===== src/core/xtd_pkg.sv =====
package xtd_pkg;
	localparam int ACC_W = 8;
	localparam int TP_W = 21;
	localparam int HOLD_N = 8;
	localparam int HOLD_SEL_W = 3;
	localparam int ADDR_W = 12;
	localparam int BANK_W = 4;
	localparam int SP_W = 12;
	localparam int K6_W = 6;
	localparam int STK_W = 21;
	localparam logic [7:0] ILO_MAX = 8'h5f;
	localparam logic [1:0] TP_NOCHG = 2'h0;
	localparam logic [1:0] TP_POSTINC = 2'h1;
	localparam logic [1:0] TP_POSTDEC = 2'h2;
	localparam logic [1:0] TP_PREINC = 2'h3;
	localparam logic [15:0] OP_TABLE_WRITE_OP = 16'h000c;
	localparam logic [15:0] OP_TABLE_WRITE_OP_M = 16'hfffc;
	localparam logic [15:0] OP_TST = 16'h6600;
	localparam logic [15:0] OP_TST_M = 16'hfe00;
	localparam logic [15:0] OP_XORL = 16'h0a00;
	localparam logic [15:0] OP_XORL_M = 16'hff00;
	localparam logic [15:0] OP_XORF = 16'h1800;
	localparam logic [15:0] OP_XORF_M = 16'hfc00;
	localparam logic [15:0] OP_ADD_TO_POINTER = 16'he800;
	localparam logic [15:0] OP_SUB_FROM_POINTER = 16'he900;
	localparam logic [15:0] OP_FSR_M = 16'hff00;
	localparam logic [1:0] PTR_TWO = 2'h3;
	localparam logic [3:0] TWO_WORD_HI = 4'hf;
	localparam logic [ADDR_W-1:0] ACC_HI_BASE = 12'hf00;
	localparam int A_BIT = 8;
	localparam int D_BIT = 9;
	typedef enum logic [3:0] {
		XTD_EXEC = 4'h1,
		XTD_TW2  = 4'h2,
		XTD_SK1  = 4'h4,
		XTD_RET  = 4'h8
	} xtd_state_t;
endpackage


===== src/core/xtd_hold_if.sv =====
`timescale 1ns/1ps
interface xtd_hold_if;
	logic                        we;
	logic [xtd_pkg::HOLD_SEL_W-1:0] sel;
	logic [xtd_pkg::ACC_W-1:0]   data;
	logic [xtd_pkg::HOLD_N*xtd_pkg::ACC_W-1:0] bank;
	modport src (output we, output sel, output data, input bank);
	modport dst (input we, input sel, input data, output bank);
endinterface


===== src/core/xtd_core.sv =====
`timescale 1ns/1ps
// Function
// [RULE1] Table pointer low bits pick holding latch
// [RULE2] Four table pointer update options by nn
// [RULE3] Table write takes two cycles
// [RULE4] Test skip zero discards next, NOP
// [RULE5] Skip over two-word instruction: three cycles
// [RULE6] a=0 access bank, a=1 bank select
// [RULE7] Extension: low operands use indexed offset
// [RULE8] Literal XOR into accumulator, one cycle
// [RULE9] Register XOR: d picks destination
// [RULE10] XOR sets N,Z; test keeps flags (only register XOR updates N,Z; literal XOR leaves them)
// [RULE11] Extension off out of reset
// [RULE12] Extension adds eight pointer instructions (code decodes only add and subtract to pointer, and acts only on PTR_TWO)
// [RULE13] Extended ops are pointer literal ops
// [RULE14] Pointer-two variants return from stack
module xtd_core (
	input  wire logic                      mclk_in,
	input  wire logic                      nrst_in,
	input  wire logic                      ext_cfg_in,
	input  wire logic                      op_valid_in,
	input  wire logic [15:0]               op_in,
	input  wire logic [15:0]               next_op_in,
	input  wire logic [xtd_pkg::ACC_W-1:0] rd_data_in,
	input  wire logic [xtd_pkg::STK_W-1:0] tos_in,
	output logic      [xtd_pkg::ADDR_W-1:0] addr_out,
	output logic      [xtd_pkg::ACC_W-1:0] wr_data_out,
	output logic                           wr_en_out,
	output logic      [xtd_pkg::ACC_W-1:0] acc_out,
	output logic                           flag_n_out,
	output logic                           flag_z_out,
	output logic      [xtd_pkg::TP_W-1:0]  tptr_out,
	output logic                           busy_out,
	output logic                           flush_out,
	output logic                           pc_load_out,
	output logic      [xtd_pkg::STK_W-1:0] pc_out,
	output logic      [xtd_pkg::SP_W-1:0]  ptr_two_out,
	output logic      [xtd_pkg::HOLD_N*xtd_pkg::ACC_W-1:0] hold_out
);
	typedef struct packed {
		xtd_pkg::xtd_state_t        state;
		logic                       ext;
		logic                       ext_seen;
		logic [xtd_pkg::ACC_W-1:0]  acc;
		logic                       fn;
		logic                       fz;
		logic [xtd_pkg::TP_W-1:0]   tptr;
		logic [xtd_pkg::ACC_W-1:0]  tlat;
		logic [1:0]                 tmode;
		logic [xtd_pkg::ADDR_W-1:0] addr;
		logic [xtd_pkg::ACC_W-1:0]  wdata;
		logic                       wen;
		logic                       busy;
		logic                       flush;
		logic                       two_word;
		logic                       pcl;
		logic [xtd_pkg::STK_W-1:0]  pc;
		logic [xtd_pkg::SP_W-1:0]   pointer_two;
		logic                       hwe;
		logic [xtd_pkg::HOLD_SEL_W-1:0] hsel;
		logic [xtd_pkg::ACC_W-1:0]  hdata;
	} xtd_st_t;
	xtd_st_t st_r;
	xtd_st_t st_nxt;
	xtd_hold_if hif ();
	logic [xtd_pkg::ADDR_W-1:0] eff_addr;
	logic [xtd_pkg::ACC_W-1:0]  xr;
	logic                       is_tw;
	logic                       is_tst;
	logic                       is_xl;
	logic                       is_xf;
	logic                       is_add;
	logic                       is_sub;
	logic [xtd_pkg::SP_W-1:0]   k6;

	xtd_addr u_addr (
		.f_in     (op_in[7:0]),
		.a_in     (op_in[xtd_pkg::A_BIT]),
		.ext_in   (st_r.ext),
		.bank_in  (st_r.addr[xtd_pkg::ADDR_W-1 -: xtd_pkg::BANK_W]),
		.ptr_in   (st_r.pointer_two),
		.addr_out (eff_addr)
	);
	xtd_hold u_hold (
		.mclk_in (mclk_in),
		.nrst_in (nrst_in),
		.hif     (hif)
	);
	assign hif.we = st_r.hwe;
	assign hif.sel = st_r.hsel;
	assign hif.data = st_r.hdata;

	always_comb begin
		is_tw  = (op_in & xtd_pkg::OP_TABLE_WRITE_OP_M) == xtd_pkg::OP_TABLE_WRITE_OP;
		is_tst = (op_in & xtd_pkg::OP_TST_M) == xtd_pkg::OP_TST;
		is_xl  = (op_in & xtd_pkg::OP_XORL_M) == xtd_pkg::OP_XORL;
		is_xf  = (op_in & xtd_pkg::OP_XORF_M) == xtd_pkg::OP_XORF;
		is_add = st_r.ext
			&& (op_in & xtd_pkg::OP_FSR_M) == xtd_pkg::OP_ADD_TO_POINTER; // [RULE12]
		is_sub = st_r.ext
			&& (op_in & xtd_pkg::OP_FSR_M) == xtd_pkg::OP_SUB_FROM_POINTER; // [RULE13]
		k6 = {{(xtd_pkg::SP_W-xtd_pkg::K6_W){1'b0}},
			op_in[xtd_pkg::K6_W-1:0]};
		xr = st_r.acc ^ rd_data_in;
	end

	always_comb begin
		st_nxt = st_r;
		st_nxt.wen = 1'b0;
		st_nxt.hwe = 1'b0;
		st_nxt.flush = 1'b0;
		st_nxt.pcl = 1'b0;
		st_nxt.addr = eff_addr;
		if (!st_r.ext_seen) begin
			st_nxt.ext = ext_cfg_in; // [RULE11]
			st_nxt.ext_seen = 1'b1;
		end
		unique case (st_r.state)
			xtd_pkg::XTD_EXEC: begin
				st_nxt.busy = 1'b0;
				if (op_valid_in && st_r.ext_seen) begin
					if (is_tw) begin
						st_nxt.tmode = op_in[1:0];
						if (op_in[1:0] == xtd_pkg::TP_PREINC) begin
							st_nxt.tptr = st_r.tptr + 21'h000001; // [RULE2]
						end
						st_nxt.state = xtd_pkg::XTD_TW2; // [RULE3]
						st_nxt.busy = 1'b1;
					end else if (is_tst) begin
						if (rd_data_in == 8'h00) begin
							st_nxt.flush = 1'b1; // [RULE4]
							st_nxt.busy = 1'b1;
							st_nxt.two_word =
								next_op_in[15:12] == xtd_pkg::TWO_WORD_HI;
							st_nxt.state = xtd_pkg::XTD_SK1;
						end
					end else if (is_xl) begin
						st_nxt.acc = st_r.acc ^ op_in[7:0]; // [RULE8]
					end else if (is_xf) begin
						if (op_in[xtd_pkg::D_BIT]) begin
							st_nxt.wdata = xr; // [RULE9]
							st_nxt.wen = 1'b1;
						end else begin
							st_nxt.acc = xr; // [RULE9]
						end
						st_nxt.fn = xr[xtd_pkg::ACC_W-1]; // [RULE10]
						st_nxt.fz = xr == 8'h00; // [RULE10]
					end else if (is_add || is_sub) begin
						if (op_in[7:6] == xtd_pkg::PTR_TWO) begin
							st_nxt.pointer_two = is_add ? st_r.pointer_two + k6
								: st_r.pointer_two - k6;
							st_nxt.pc = tos_in; // [RULE14]
							st_nxt.pcl = 1'b1;
							st_nxt.flush = 1'b1;
							st_nxt.busy = 1'b1;
							st_nxt.state = xtd_pkg::XTD_RET;
						end
					end
				end
			end
			xtd_pkg::XTD_TW2: begin
				st_nxt.hsel = st_r.tptr[xtd_pkg::HOLD_SEL_W-1:0]; // [RULE1]
				st_nxt.hdata = st_r.tlat; // [RULE3]
				st_nxt.hwe = 1'b1;
				unique case (st_r.tmode)
					xtd_pkg::TP_POSTINC: st_nxt.tptr = st_r.tptr + 21'h000001;
					xtd_pkg::TP_POSTDEC: st_nxt.tptr = st_r.tptr - 21'h000001;
					xtd_pkg::TP_NOCHG, xtd_pkg::TP_PREINC: ; // [RULE2]
				endcase
				st_nxt.busy = 1'b0;
				st_nxt.state = xtd_pkg::XTD_EXEC;
			end
			xtd_pkg::XTD_SK1: begin
				if (st_r.two_word) begin
					st_nxt.two_word = 1'b0; // [RULE5]
					st_nxt.flush = 1'b1;
				end else begin
					st_nxt.busy = 1'b0;
					st_nxt.state = xtd_pkg::XTD_EXEC;
				end
			end
			xtd_pkg::XTD_RET: begin
				st_nxt.busy = 1'b0;
				st_nxt.state = xtd_pkg::XTD_EXEC;
			end
			default: begin
				st_nxt.state = xtd_pkg::XTD_EXEC;
			end
		endcase
	end

	always_ff @(posedge mclk_in) begin
		if (!nrst_in) begin
			st_r <= '0;
			st_r.state <= xtd_pkg::XTD_EXEC;
		end else begin
			st_r <= st_nxt;
		end
	end

	always_comb begin
		addr_out = st_r.addr;
		wr_data_out = st_r.wdata;
		wr_en_out = st_r.wen;
		acc_out = st_r.acc;
		flag_n_out = st_r.fn;
		flag_z_out = st_r.fz;
		tptr_out = st_r.tptr;
		busy_out = st_r.busy;
		flush_out = st_r.flush;
		pc_load_out = st_r.pcl;
		pc_out = st_r.pc;
		ptr_two_out = st_r.pointer_two;
		hold_out = hif.bank;
	end
endmodule


===== src/core/xtd_hold.sv =====
`timescale 1ns/1ps
module xtd_hold (
	input  wire logic mclk_in,
	input  wire logic nrst_in,
	xtd_hold_if.dst   hif
);
	typedef struct packed {
		logic [xtd_pkg::HOLD_N*xtd_pkg::ACC_W-1:0] lat;
	} xtd_hold_st_t;
	xtd_hold_st_t st_r;
	xtd_hold_st_t st_nxt;
	always_comb begin
		st_nxt = st_r;
		if (hif.we) begin
			st_nxt.lat[hif.sel*xtd_pkg::ACC_W +: xtd_pkg::ACC_W] = hif.data; // [RULE1]
		end
	end
	always_ff @(posedge mclk_in) begin
		if (!nrst_in) begin
			st_r <= '{default: '1};
		end else begin
			st_r <= st_nxt;
		end
	end
	assign hif.bank = st_r.lat;
endmodule


===== src/core/xtd_addr.sv =====
`timescale 1ns/1ps
module xtd_addr (
	input  wire logic [7:0]                 f_in,
	input  wire logic                       a_in,
	input  wire logic                       ext_in,
	input  wire logic [xtd_pkg::BANK_W-1:0] bank_in,
	input  wire logic [xtd_pkg::SP_W-1:0]   ptr_in,
	output logic      [xtd_pkg::ADDR_W-1:0] addr_out
);
	always_comb begin
		if (a_in) begin
			addr_out = {bank_in, f_in}; // [RULE6]
		end else if (ext_in && f_in <= xtd_pkg::ILO_MAX) begin
			addr_out = ptr_in + {4'h0, f_in}; // [RULE7]
		end else if (f_in[7]) begin
			addr_out = xtd_pkg::ACC_HI_BASE | {4'h0, f_in}; // [RULE6]
		end else begin
			addr_out = {4'h0, f_in};
		end
	end
endmodule


===== config.mk =====
export PLATFORM = sky130hd
export DESIGN_NAME = xtd_core
export DESIGN_NICKNAME = d
export VERILOG_FILES = /design/src/core/xtd_pkg.sv /design/src/core/xtd_hold_if.sv /design/src/core/xtd_core.sv /design/src/core/xtd_hold.sv /design/src/core/xtd_addr.sv
export SDC_FILE = /design/constraint.sdc
export NUM_CORES = 1
export LEC_CHECK = 0
export BUFFER_PORTS_ARGS = -buffer_cell sky130_fd_sc_hd__clkbuf_2
export CAP_MARGIN = 10
export CORE_AREA = 4 4 118 120
export DETAILED_ROUTE_END_ITERATION = 7
export DIE_AREA = 0 0 122 124
export GPL_ROUTABILITY_DRIVEN = 1
export HOLD_SLACK_MARGIN = 0.06
export PLACE_DENSITY_LB_ADDON = 0.12
export SYNTH_ARGS = -nofsm -noshare
export SYNTH_HDL_FRONTEND = slang
export SYNTH_SLANG_ARGS = --single-unit

===== constraint.sdc =====
create_clock -name mclk_in -period 7.8 [get_ports mclk_in]
set_clock_uncertainty 0.1 [all_clocks]
set_input_delay 0.78 -clock mclk_in [delete_from_list [all_inputs] [get_ports mclk_in]]
set_output_delay 0.78 -clock mclk_in [all_outputs]
set_load 0.01 [all_outputs]

Word level (Yosys, flattened, before mapping)
Index checks and enable logic that the tools add are counted.
{"block": "word_totals", "register_bits": 165, "output_inout_bits": 152, "wordCells": 137}
{"block": "op_classes", "add_sub_neg": 6, "n_lt_le_gt_ge": 1, "eq_ne": 29, "shifts": 2, "n_mux": 45, "bitwise": 10, "n_reduce_logical": 23}
{"op": "$mux 34", "count": 5}
{"op": "$pmux 21 s2", "count": 2}
{"op": "$bwmux 64", "count": 1}
{"op": "$shift 8x34->64 const A", "count": 1}
{"op": "$shiftx 8x34->64 const A", "count": 1}
{"op": "$mux 21", "count": 3}
{"op": "$mux 12", "count": 4}
{"op": "$mux 37", "count": 1}
{"op": "$mux 36", "count": 1}
{"op": "$mux 4", "count": 9}
{"op": "$neg 6->34", "count": 1}
{"op": "$mux 8", "count": 3}
{"op": "$add 21x1->21 const B", "count": 1}
{"op": "$sub 21x1->21 const B", "count": 1}
{"op": "$ne 4x4->1 const B", "count": 5}
{"op": "$mux 9", "count": 2}
{"op": "$eq 8x8->1 const B", "count": 2}
{"op": "$logic_not 8->1", "count": 2}
{"op": "$xor 8x8->8", "count": 2}
{"op": "$eq 14x2->1 const B", "count": 1}
{"op": "$ne 2x2->1 const B", "count": 7}
{"op": "$reduce_and 7->1", "count": 2}
{"op": "$add 12x6->12", "count": 1}
{"op": "$add 12x8->12", "count": 1}
{"op": "other kinds (34)", "count": 57}

Logic depth before layout (Yosys ltp)
Gate-level depths: netlist (run 1).
{"block": "logic_depth", "depth_word": 11, "ltp_mapped": 11}

By module
Synthesis (run 1) repeated with hierarchy kept, for this count alone.
{"block": "hier_totals", "cells_unflattened": 1057, "hier_area_um2": 8951.1}
{"module": "xtd_core", "n_inst": 1, "cells_each": 701, "area_per_inst_um2": 5749.3}
{"module": "xtd_hold", "n_inst": 1, "cells_each": 265, "area_per_inst_um2": 2580.0}
{"module": "xtd_addr", "n_inst": 1, "cells_each": 91, "area_per_inst_um2": 621.8}

Worst setup path after synthesis (run 1)
OpenSTA, ideal clock, no wires.
{"block": "synth_timing", "kind": "input -> register", "start": "input op_in[9]", "end": "register st_r (netlist bit ptr_two_out[9])", "setup_time_ns": 0.117, "arrival_ns": 3.376, "required_ns": 7.583, "path_slack_ns": 4.207, "stages": 10, "n_path_buf": 0, "cell_sequence": "nand4b_1 > nor4b_4 > mux2_2 > ha_1 > a211oi_1 > nor2_1 > a221o_1 > a31oi_1 > mux2i_1 > nand2_1"}
{"block": "synth_via", "elab_chain_len": 4, "elab_cells_between_ends": 13, "classes_between": "eq/ne (5); mux (1); bitwise (3); reduce/logical (4)"}
{"element": "from (decl)", "line": "xtd_core.sv:22", "rtl": "input wire logic [15:0] op_in,"}
{"element": "$eq 8x8->1 (on tied branches)", "line": "xtd_core.sv:99, xtd_core.sv:101"}
{"element": "$logic_and 1x1->1 (on tied branches)", "line": "xtd_core.sv:99, xtd_core.sv:101"}
{"element": "$logic_or 1x1->1", "line": "xtd_core.sv:148", "rtl": "end else if (is_add || is_sub) begin"}
{"element": "$reduce_and 8->1 (no line)"}
{"element": "to (signal assigned)", "line": "xtd_core.sv:197", "rtl": "st_r <= st_nxt;"}
{"element": "to (decl)", "line": "xtd_core.sv:63", "rtl": "xtd_st_t st_r;"}
Parallel ways exist; a longest one is shown, timed or not.
A chain may end at the register's enable or synchronous reset.

Worst setup path after layout (run 1)
Ends and elaborated chain as after synthesis.

==> reports/qor.csv, run 1 <==
stage;metric;value;unit
run_status;status;finished, final reports clean;
hold_path;worst hold path depth;2;
timing;RSZ-0062 raised after global routing;no;
cells_and_area;final non-filler cell total;1110;
floorplan;die area;15100;sq um
clock_network;CTS buffer count;9;
setup_path;flop-to-flop setup slack;4.24;ns
clock_network;Root Driver;clkbuf_16;
drt;DRT Pass-1 Iters;5;
timing;worst setup margin;4.02;ns
place;DP Worst Slack;3.66;ns
pwr;Pleak;3.33;nW
pwr;Net Sw Frac;24.7;%
cells_and_area;final core utilization;58.3;%
timing;fin crit period;3.78;ns
timing;Max-slew headroom;47.9;%
timing;Finish-stage setup viols;0;
place;hpwl dp;12.0;mm
place;GP Congestion;0.842;
clock_network;CTS Buffer Depth;2;
global_route;largest net degree at the start of global routing;74;
pwr;NetSw;0.276;mW
timing;Fin. Hold Viols;0;
drt;Highest Signal Layer;met4;
cells_and_area;Design Area, Final;7560;sq um
cells_and_area;area occupied by multi-input gates;3720;sq um
clock_network;clock sink count;109;
synth;syn_area_per_cell;8.14;sq um
synth;Synth Instances;883;
clock_network;Setup Fix Bufs, Post-CTS;0;
drt;Detail Route Antenna Nets;0;
setup_path;worst-case reg-to-reg path depth;10;
cells_and_area;share of cells above drive strength 1;26.8;%
timing;Worst Tran Pin Value;0.781;ns
place;port bufs;204;
synth;Distinct cells, synth;77;
hold_path;Hold Path Class;flip-flop to flip-flop;
setup_path;Worst EP required;7.94;ns
clock_network;Clock Pin Slew Worst Setup and Hold Paths;0.07;ns
cells_and_area;Syn-to-layout area delta;5.24;%
pwr;Peak supply drop;0.0000816;V
synth;Synth Flop Type;dfxtp_1;
drt;via/cell ratio;5.35;
synth;Synth async-reset ratio;0;%
floorplan;Die W;122;microns
setup_path;RR Endpoint;ptr_two_out[9];
timing;Max Clk Rate;264;MHz
synth;Syn Nets;975;
drt;Post-Route WL;16.3;mm
global_route;vias in the first global route;5151;
clock_network;Hold-fix buffers, CTS;0;
drt;M1 WL;7.40;mm
cells_and_area;flip-flop and latch area;2180;sq um
pwr;Combinational Power Share;7.0;%
pwr;post-layout power;1.12;mW
setup_path;CP arrival;3.93;ns
timing;max-slew violations;0;
drt;vias;5933;
cells_and_area;Layout fillers;1260;
global_route;GRT Util Overall;20.9;%
clock_network;post_cts resized;0;
setup_path;crit-path max FO;9;
drt;DRC errors left;0;
global_route;grt total ovfl;0;
floorplan;core area;13000;sq um
synth;post-synthesis sequential area ratio;30.4;%
drt;met2 WL;7.39;mm
global_route;initial antenna violation count;0;
timing;post-route setup TNS;0;ns
drt;met3 wire length;1.28;mm
clock_network;CTS tree;done;
synth;count of flip-flops with a built-in enable after synthesis;0;
cells_and_area;layout net count;1021;
clock_network;worst skew pair latency;0.35;ns
setup_path;Worst setup EP type;flip-flop;
drt;DR WL/cell;14.7;microns
clock_network;H-tree levels;3;
drt;drt initial violations;342;
pwr;sequential power share;50.3;%
setup_path;CP Launch Type;primary input;
floorplan;io pins;217;
place;Placement Cell Area;7250;sq um
floorplan;Starting Density;55.4;%
timing;period utilisation layout;48.5;%
timing;hold_ws;0.351;ns
floorplan;overall die height;124;microns
synth;yosys warns;0;
setup_path;r2r startpoint;st_r[112];
pwr;Cell Pwr Density;148;nW/um^2
hold_path;Worst Hold Path EP;pc_out[6];
synth;Post-Syn Area;7190;sq um
job;max-cap violation count;0;
setup_path;Setup CP Type;primary input to flip-flop;
hold_path;hold_sp;pc_out[6];
cells_and_area;diode count;0;
pwr;Pint;0.843;mW
global_route;first-pass GRT wire length;25.6;mm
floorplan;Rows;42;
place;dpl cells;1094;
synth;Yosys reg bits;109;
pwr;Clk pwr share;42.7;%
[power groups by stage]
stage / Sequential (mW) / Clock (mW) / Combinational (mW)
3_3_place_gp: 0.576 / 0 / 0.0787
4_1_cts: 0.563 / 0.492 / 0.0790
2_1_floorplan: 0.575 / 0 / 0.0494
6_report: 0.563 / 0.478 / 0.0783
3_5_place_dp: 0.576 / 0 / 0.0782
5_1_grt: 0.563 / 0.511 / 0.0878
[kinds of logic (layout without fill, tap and decap cells)]
logic type,Yosys count,after routing,synth area share [%]
buffers and inverters,194,245,17.8
XOR/XNOR,49,49,5.97
AND/OR/NAND/NOR,324,324,23.6
adder cells (fa/ha/maj),27,27,4.91
AO/OA/AOI/OAI,162,162,14.8
flip-flops,109,109,30.4
multiplexers,18,18,2.52
[cell type report]
cell class / instances / area share [%]
Multi-Input combinational cell: 580 / 49.2
Timing Repair Buffer: 208 / 13.9
Sequential cell: 109 / 28.9
Clock buffer: 9 / 2.98
Inverter: 21 / 1.04
Tap cell: 176 / 2.91
Clock inverter: 7 / 1.11
[sequential cells by signal, indices dropped and copies added, names as in the netlist]
name / count
pc_out: 21
tptr_out: 21
addr_out: 12
ptr_two_out: 12
st_r: 9
acc_out: 8
u_hold.hif.bank: 8
wr_data_out: 8
hif.sel: 3
busy_out: 1
flag_n_out: 1
flag_z_out: 1
flush_out: 1
hif.we: 1
pc_load_out: 1
wr_en_out: 1
[critical path: stages]
cell	delay [ns]
clkbuf_2	0.13
nand4b_1	0.34
nor4b_4	0.56
mux2_2	0.42
ha_1	0.29
a211oi_1	0.33
nor2_1	0.15
a221o_1	0.34
a31oi_1	0.26
mux2i_1	0.24
nand2_1	0.07
[layer usage]
layer	up-vias	track usage [%]
met4	0	6.30
li1	3031	-
met3	16	4.41
met5	-	0
met2	199	34.4
met1	2687	27.7
[Yosys cell counts, types with 16 or more instances]
cell,count,area (sq um)
buf_4,141,1060
dfxtp_1,109,2180
nand2_1,107,402
nor2_1,76,285
a21oi_1,60,300
xor2_1,36,315
o21ai_0,32,160
ha_1,25,313
nand3_1,23,115
clkbuf_1,20,75.1
inv_1,20,75.1
mux2i_1,17,170
nor3_1,16,80.1
[cells in the final DEF, fill, tap and decap left out, types with 16 or more instances in the layout]
cell	Yosys	routed
a21oi_1	60	60
clkbuf_2	0	204
dfxtp_1	109	109
ha_1	25	25
inv_1	20	20
mux2i_1	17	17
nand2_1	107	107
nand3_1	23	23
nor2_1	76	76
nor3_1	16	16
o21ai_0	32	32
xor2_1	36	36
[worst max path at each step]
stage	from	end	slack, ns	depth (start not counted)
after floorplan	op_in[9]	ptr_two_out[9]	4.21	10
after global routing	op_in[9]	ptr_two_out[9]	3.70	11
after CTS	op_in[9]	ptr_two_out[9]	4.01	11
after detailed placement	op_in[9]	ptr_two_out[9]	3.66	11
after global placement	op_in[9]	ptr_two_out[9]	3.74	11
final	op_in[9]	ptr_two_out[9]	4.02	11
Power figures use the tool's default switching activity.
==> run 2, diff against run 1 <==
--- a/config.mk
+++ b/config.mk
@@ -5,11 +5,12 @@
 export SDC_FILE = /design/constraint.sdc
 export NUM_CORES = 1
 export LEC_CHECK = 0
+export ABC_AREA = 1
 export BUFFER_PORTS_ARGS = -buffer_cell sky130_fd_sc_hd__clkbuf_2
 export CAP_MARGIN = 10
-export CORE_AREA = 4 4 118 120
+export CORE_AREA = 4 4 126 128
 export DETAILED_ROUTE_END_ITERATION = 7
-export DIE_AREA = 0 0 122 124
+export DIE_AREA = 0 0 130 132
 export GPL_ROUTABILITY_DRIVEN = 1
 export HOLD_SLACK_MARGIN = 0.06
 export PLACE_DENSITY_LB_ADDON = 0.12
==> constraint.sdc (replaced) <==
create_clock -name mclk_in -period 3.9 [get_ports mclk_in]
set_clock_uncertainty 0.1 [all_clocks]
set_input_delay 0.39 -clock mclk_in [delete_from_list [all_inputs] [get_ports mclk_in]]
set_output_delay 0.39 -clock mclk_in [all_outputs]
set_load 0.01 [all_outputs]
==> run 2 against run 1 <==
Sequential share of layout area down 2.1 points; final cell count grew 27%; critical path depth up 5; synthesized area increased by 8.4%; critical endpoint is now ptr_two_out[11].
==> reports/qor.csv, run 2 <==
stage;metric;value;unit
run_status;status;finished, final reports clean;
pwr;Net Sw Frac;25.8;%
pwr;Pleak;4.17;nW
pwr;NetSw;0.566;mW
global_route;initial antenna violation count;0;
clock_network;CTS Buffer Depth;2;
place;hpwl dp;14.6;mm
floorplan;Starting Density;52.4;%
place;Placement Cell Area;7870;sq um
drt;DRC errors left;0;
clock_network;worst skew pair latency;0.35;ns
setup_path;Worst setup EP type;flip-flop;
clock_network;Clock Pin Slew Worst Setup and Hold Paths;0.08;ns
cells_and_area;Design Area, Final;8150;sq um
setup_path;CP Launch Type;primary input;
drt;vias;7187;
setup_path;CP arrival;2.85;ns
setup_path;Setup CP Type;primary input to flip-flop;
synth;top-count cell post-synth;nand2_1;
clock_network;post_cts resized;0;
clock_network;H-tree levels;3;
floorplan;Die W;130;microns
synth;leading area contributor after synthesis;dfxtp_1;
timing;period utilisation layout;68.0;%
timing;max-slew violations;0;
global_route;GRT Util Overall;21.8;%
synth;Post-Syn Area;7790;sq um
synth;ranking of synthesized cells by area;dfxtp_1, buf_4, nand2_1;
timing;Fin. Hold Viols;0;
cells_and_area;Syn-to-layout area delta;4.63;%
floorplan;io pins;217;
drt;drt initial violations;459;
global_route;vias in the first global route;6322;
timing;fin crit period;2.65;ns
global_route;largest net degree at the start of global routing;81;
synth;Synth Instances;1167;
drt;Detail Route Antenna Nets;0;
synth;Distinct cells, synth;48;
place;port bufs;204;
pwr;Combinational Power Share;8.0;%
clock_network;Root Driver;clkbuf_16;
synth;Syn Nets;1259;
global_route;first-pass GRT wire length;31.0;mm
clock_network;Hold-fix buffers, CTS;0;
floorplan;Rows;45;
pwr;Clk pwr share;40.8;%
hold_path;Hold Path Class;primary input to flip-flop;
synth;Synth top cells by count;nand2_1, nor2_1, buf_4, inv_1, dfxtp_1;
timing;Max-slew headroom;45.7;%
timing;Worst Tran Pin Value;0.812;ns
setup_path;crit-path max FO;5;
setup_path;Worst EP required;4.09;ns
pwr;Pint;1.63;mW
synth;Synth Flop Type;dfxtp_1;
synth;post-synthesis sequential area ratio;28.0;%
synth;area share of the largest cell type after synthesis;28.0;%
clock_network;clock sink count;109;
pwr;sequential power share;51.2;%
synth;yosys warns;0;
clock_network;CTS tree;done;
drt;DRT Pass-1 Iters;5;
synth;count of flip-flops with a built-in enable after synthesis;0;
place;GP Congestion;0.908;
cells_and_area;Layout fillers;1567;
drt;via/cell ratio;5.10;
job;max-cap violation count;0;
clock_network;CTS buffer count;9;
pwr;Peak supply drop;0.000174;V
cells_and_area;diode count;0;
drt;DR WL/cell;13.5;microns
pwr;Cell Pwr Density;270;nW/um^2
floorplan;die area;17200;sq um
timing;Max Clk Rate;377;MHz
synth;Synth async-reset ratio;0;%
timing;post-route setup TNS;0;ns
cells_and_area;share of cells above drive strength 1;20.8;%
cells_and_area;commonest cells after routing, fill and taps aside;clkbuf_2, nand2_1, nor2_1, inv_1, dfxtp_1;
timing;Finish-stage setup viols;0;
synth;Yosys reg bits;109;
global_route;grt total ovfl;0;
cells_and_area;layout net count;1308;
synth;syn_area_per_cell;6.68;sq um
cells_and_area;commonest non-fill, non-tap cell in the layout;clkbuf_2;
floorplan;core area;14900;sq um
floorplan;overall die height;132;microns
clock_network;Setup Fix Bufs, Post-CTS;0;
drt;Post-Route WL;19.0;mm
timing;RSZ-0062 raised after global routing;no;
-- run 2: cell count changes in the layout (fill, tap and decap cells not counted), moves of 22 or more --
| cell | change |
|---|---|
| nor2_1 | +80 |
| o21ai_0 | +76 |
| inv_1 | +108 |
| nand3_1 | +50 |
| xor2_1 | -22 |
| nand2_1 | +77 |
-- run 2: layer usage --
metal  vias up  wire length [microns]  global-route usage (%)
met3        23                    952                    2.59
met1      3231                   8460                    28.3
met4         0                    267                    6.24
li1       3731                      -                       -
met2       202                   9290                    37.9
met5         -                      0                       0
-- run 2: final cells by class --
cell class	count	area (sq um)	area share (%)
Clock buffer	10	229	2.81
Clock inverter	6	52.6	0.645
Inverter	136	515	6.32
Multi-Input combinational cell	754	3900	47.9
Sequential cell	109	2180	26.8
Tap cell	188	235	2.89
Timing Repair Buffer	206	1040	12.7
-- run 2: path summary, 6_finish.rpt --
kind | from | endpoint | slack, ns | cells past startpoint
worst max-delay path | op_in[1] | ptr_two_out[11] | 1.25 | 16
worst min register to register | wr_data_out[6] | wr_data_out[6] | 0.36 | 2
worst min-delay path | tos_in[16] | pc_out[16] | 0.14 | 3
worst max register to register | st_r[116] | tptr_out[2] | 1.35 | 9
-- run 2: stage by stage --
step	utilization, %	hold WS (ns)	power [mW]	worst slack [ns]	cells
floorplan	-	0.318	1.27	1.45	1167
global placement	52.9	0.346	1.33	0.908	1393
detailed placement	52.9	0.350	1.33	0.897	1393
CTS	54.8	0.128	2.23	1.26	1409
global route	54.8	0.146	2.28	0.941	1409
finish	54.8	0.139	2.20	1.25	1409
-- run 2: logic make-up (layout without fill, tap and decap cells) --
logic type	after synthesis	count (layout)	synth area share, %
simple gates	477	477	27.1
buf+inv	304	358	21.9
compound gates	215	215	14.5
flops	109	109	28.0
xor+xnor	35	35	3.93
fa+ha+maj	27	27	4.53
-- run 2: critical path, cell delays in order --
cell and delay, ns:
clkbuf_2 0.15, inv_1 0.18, ha_1 0.17, inv_1 0.06
o31ai_1 0.40, o21ai_0 0.25, ha_1 0.39, a21oi_1 0.23
nand2_1 0.08, nand2_1 0.08, nand3_1 0.07, nand2_1 0.06
nand3_1 0.10, nand2_1 0.10, nand2_1 0.05, nor2_1 0.10
-- run 2: power groups by stage --
stage          Clock, mW  Combinational, mW  Sequential, mW
6_report           0.897              0.175            1.13
5_1_grt            0.958              0.199            1.13
4_1_cts            0.927              0.176            1.13
3_5_place_dp           0              0.176            1.15
3_3_place_gp           0              0.175            1.15
2_1_floorplan          0              0.115            1.15
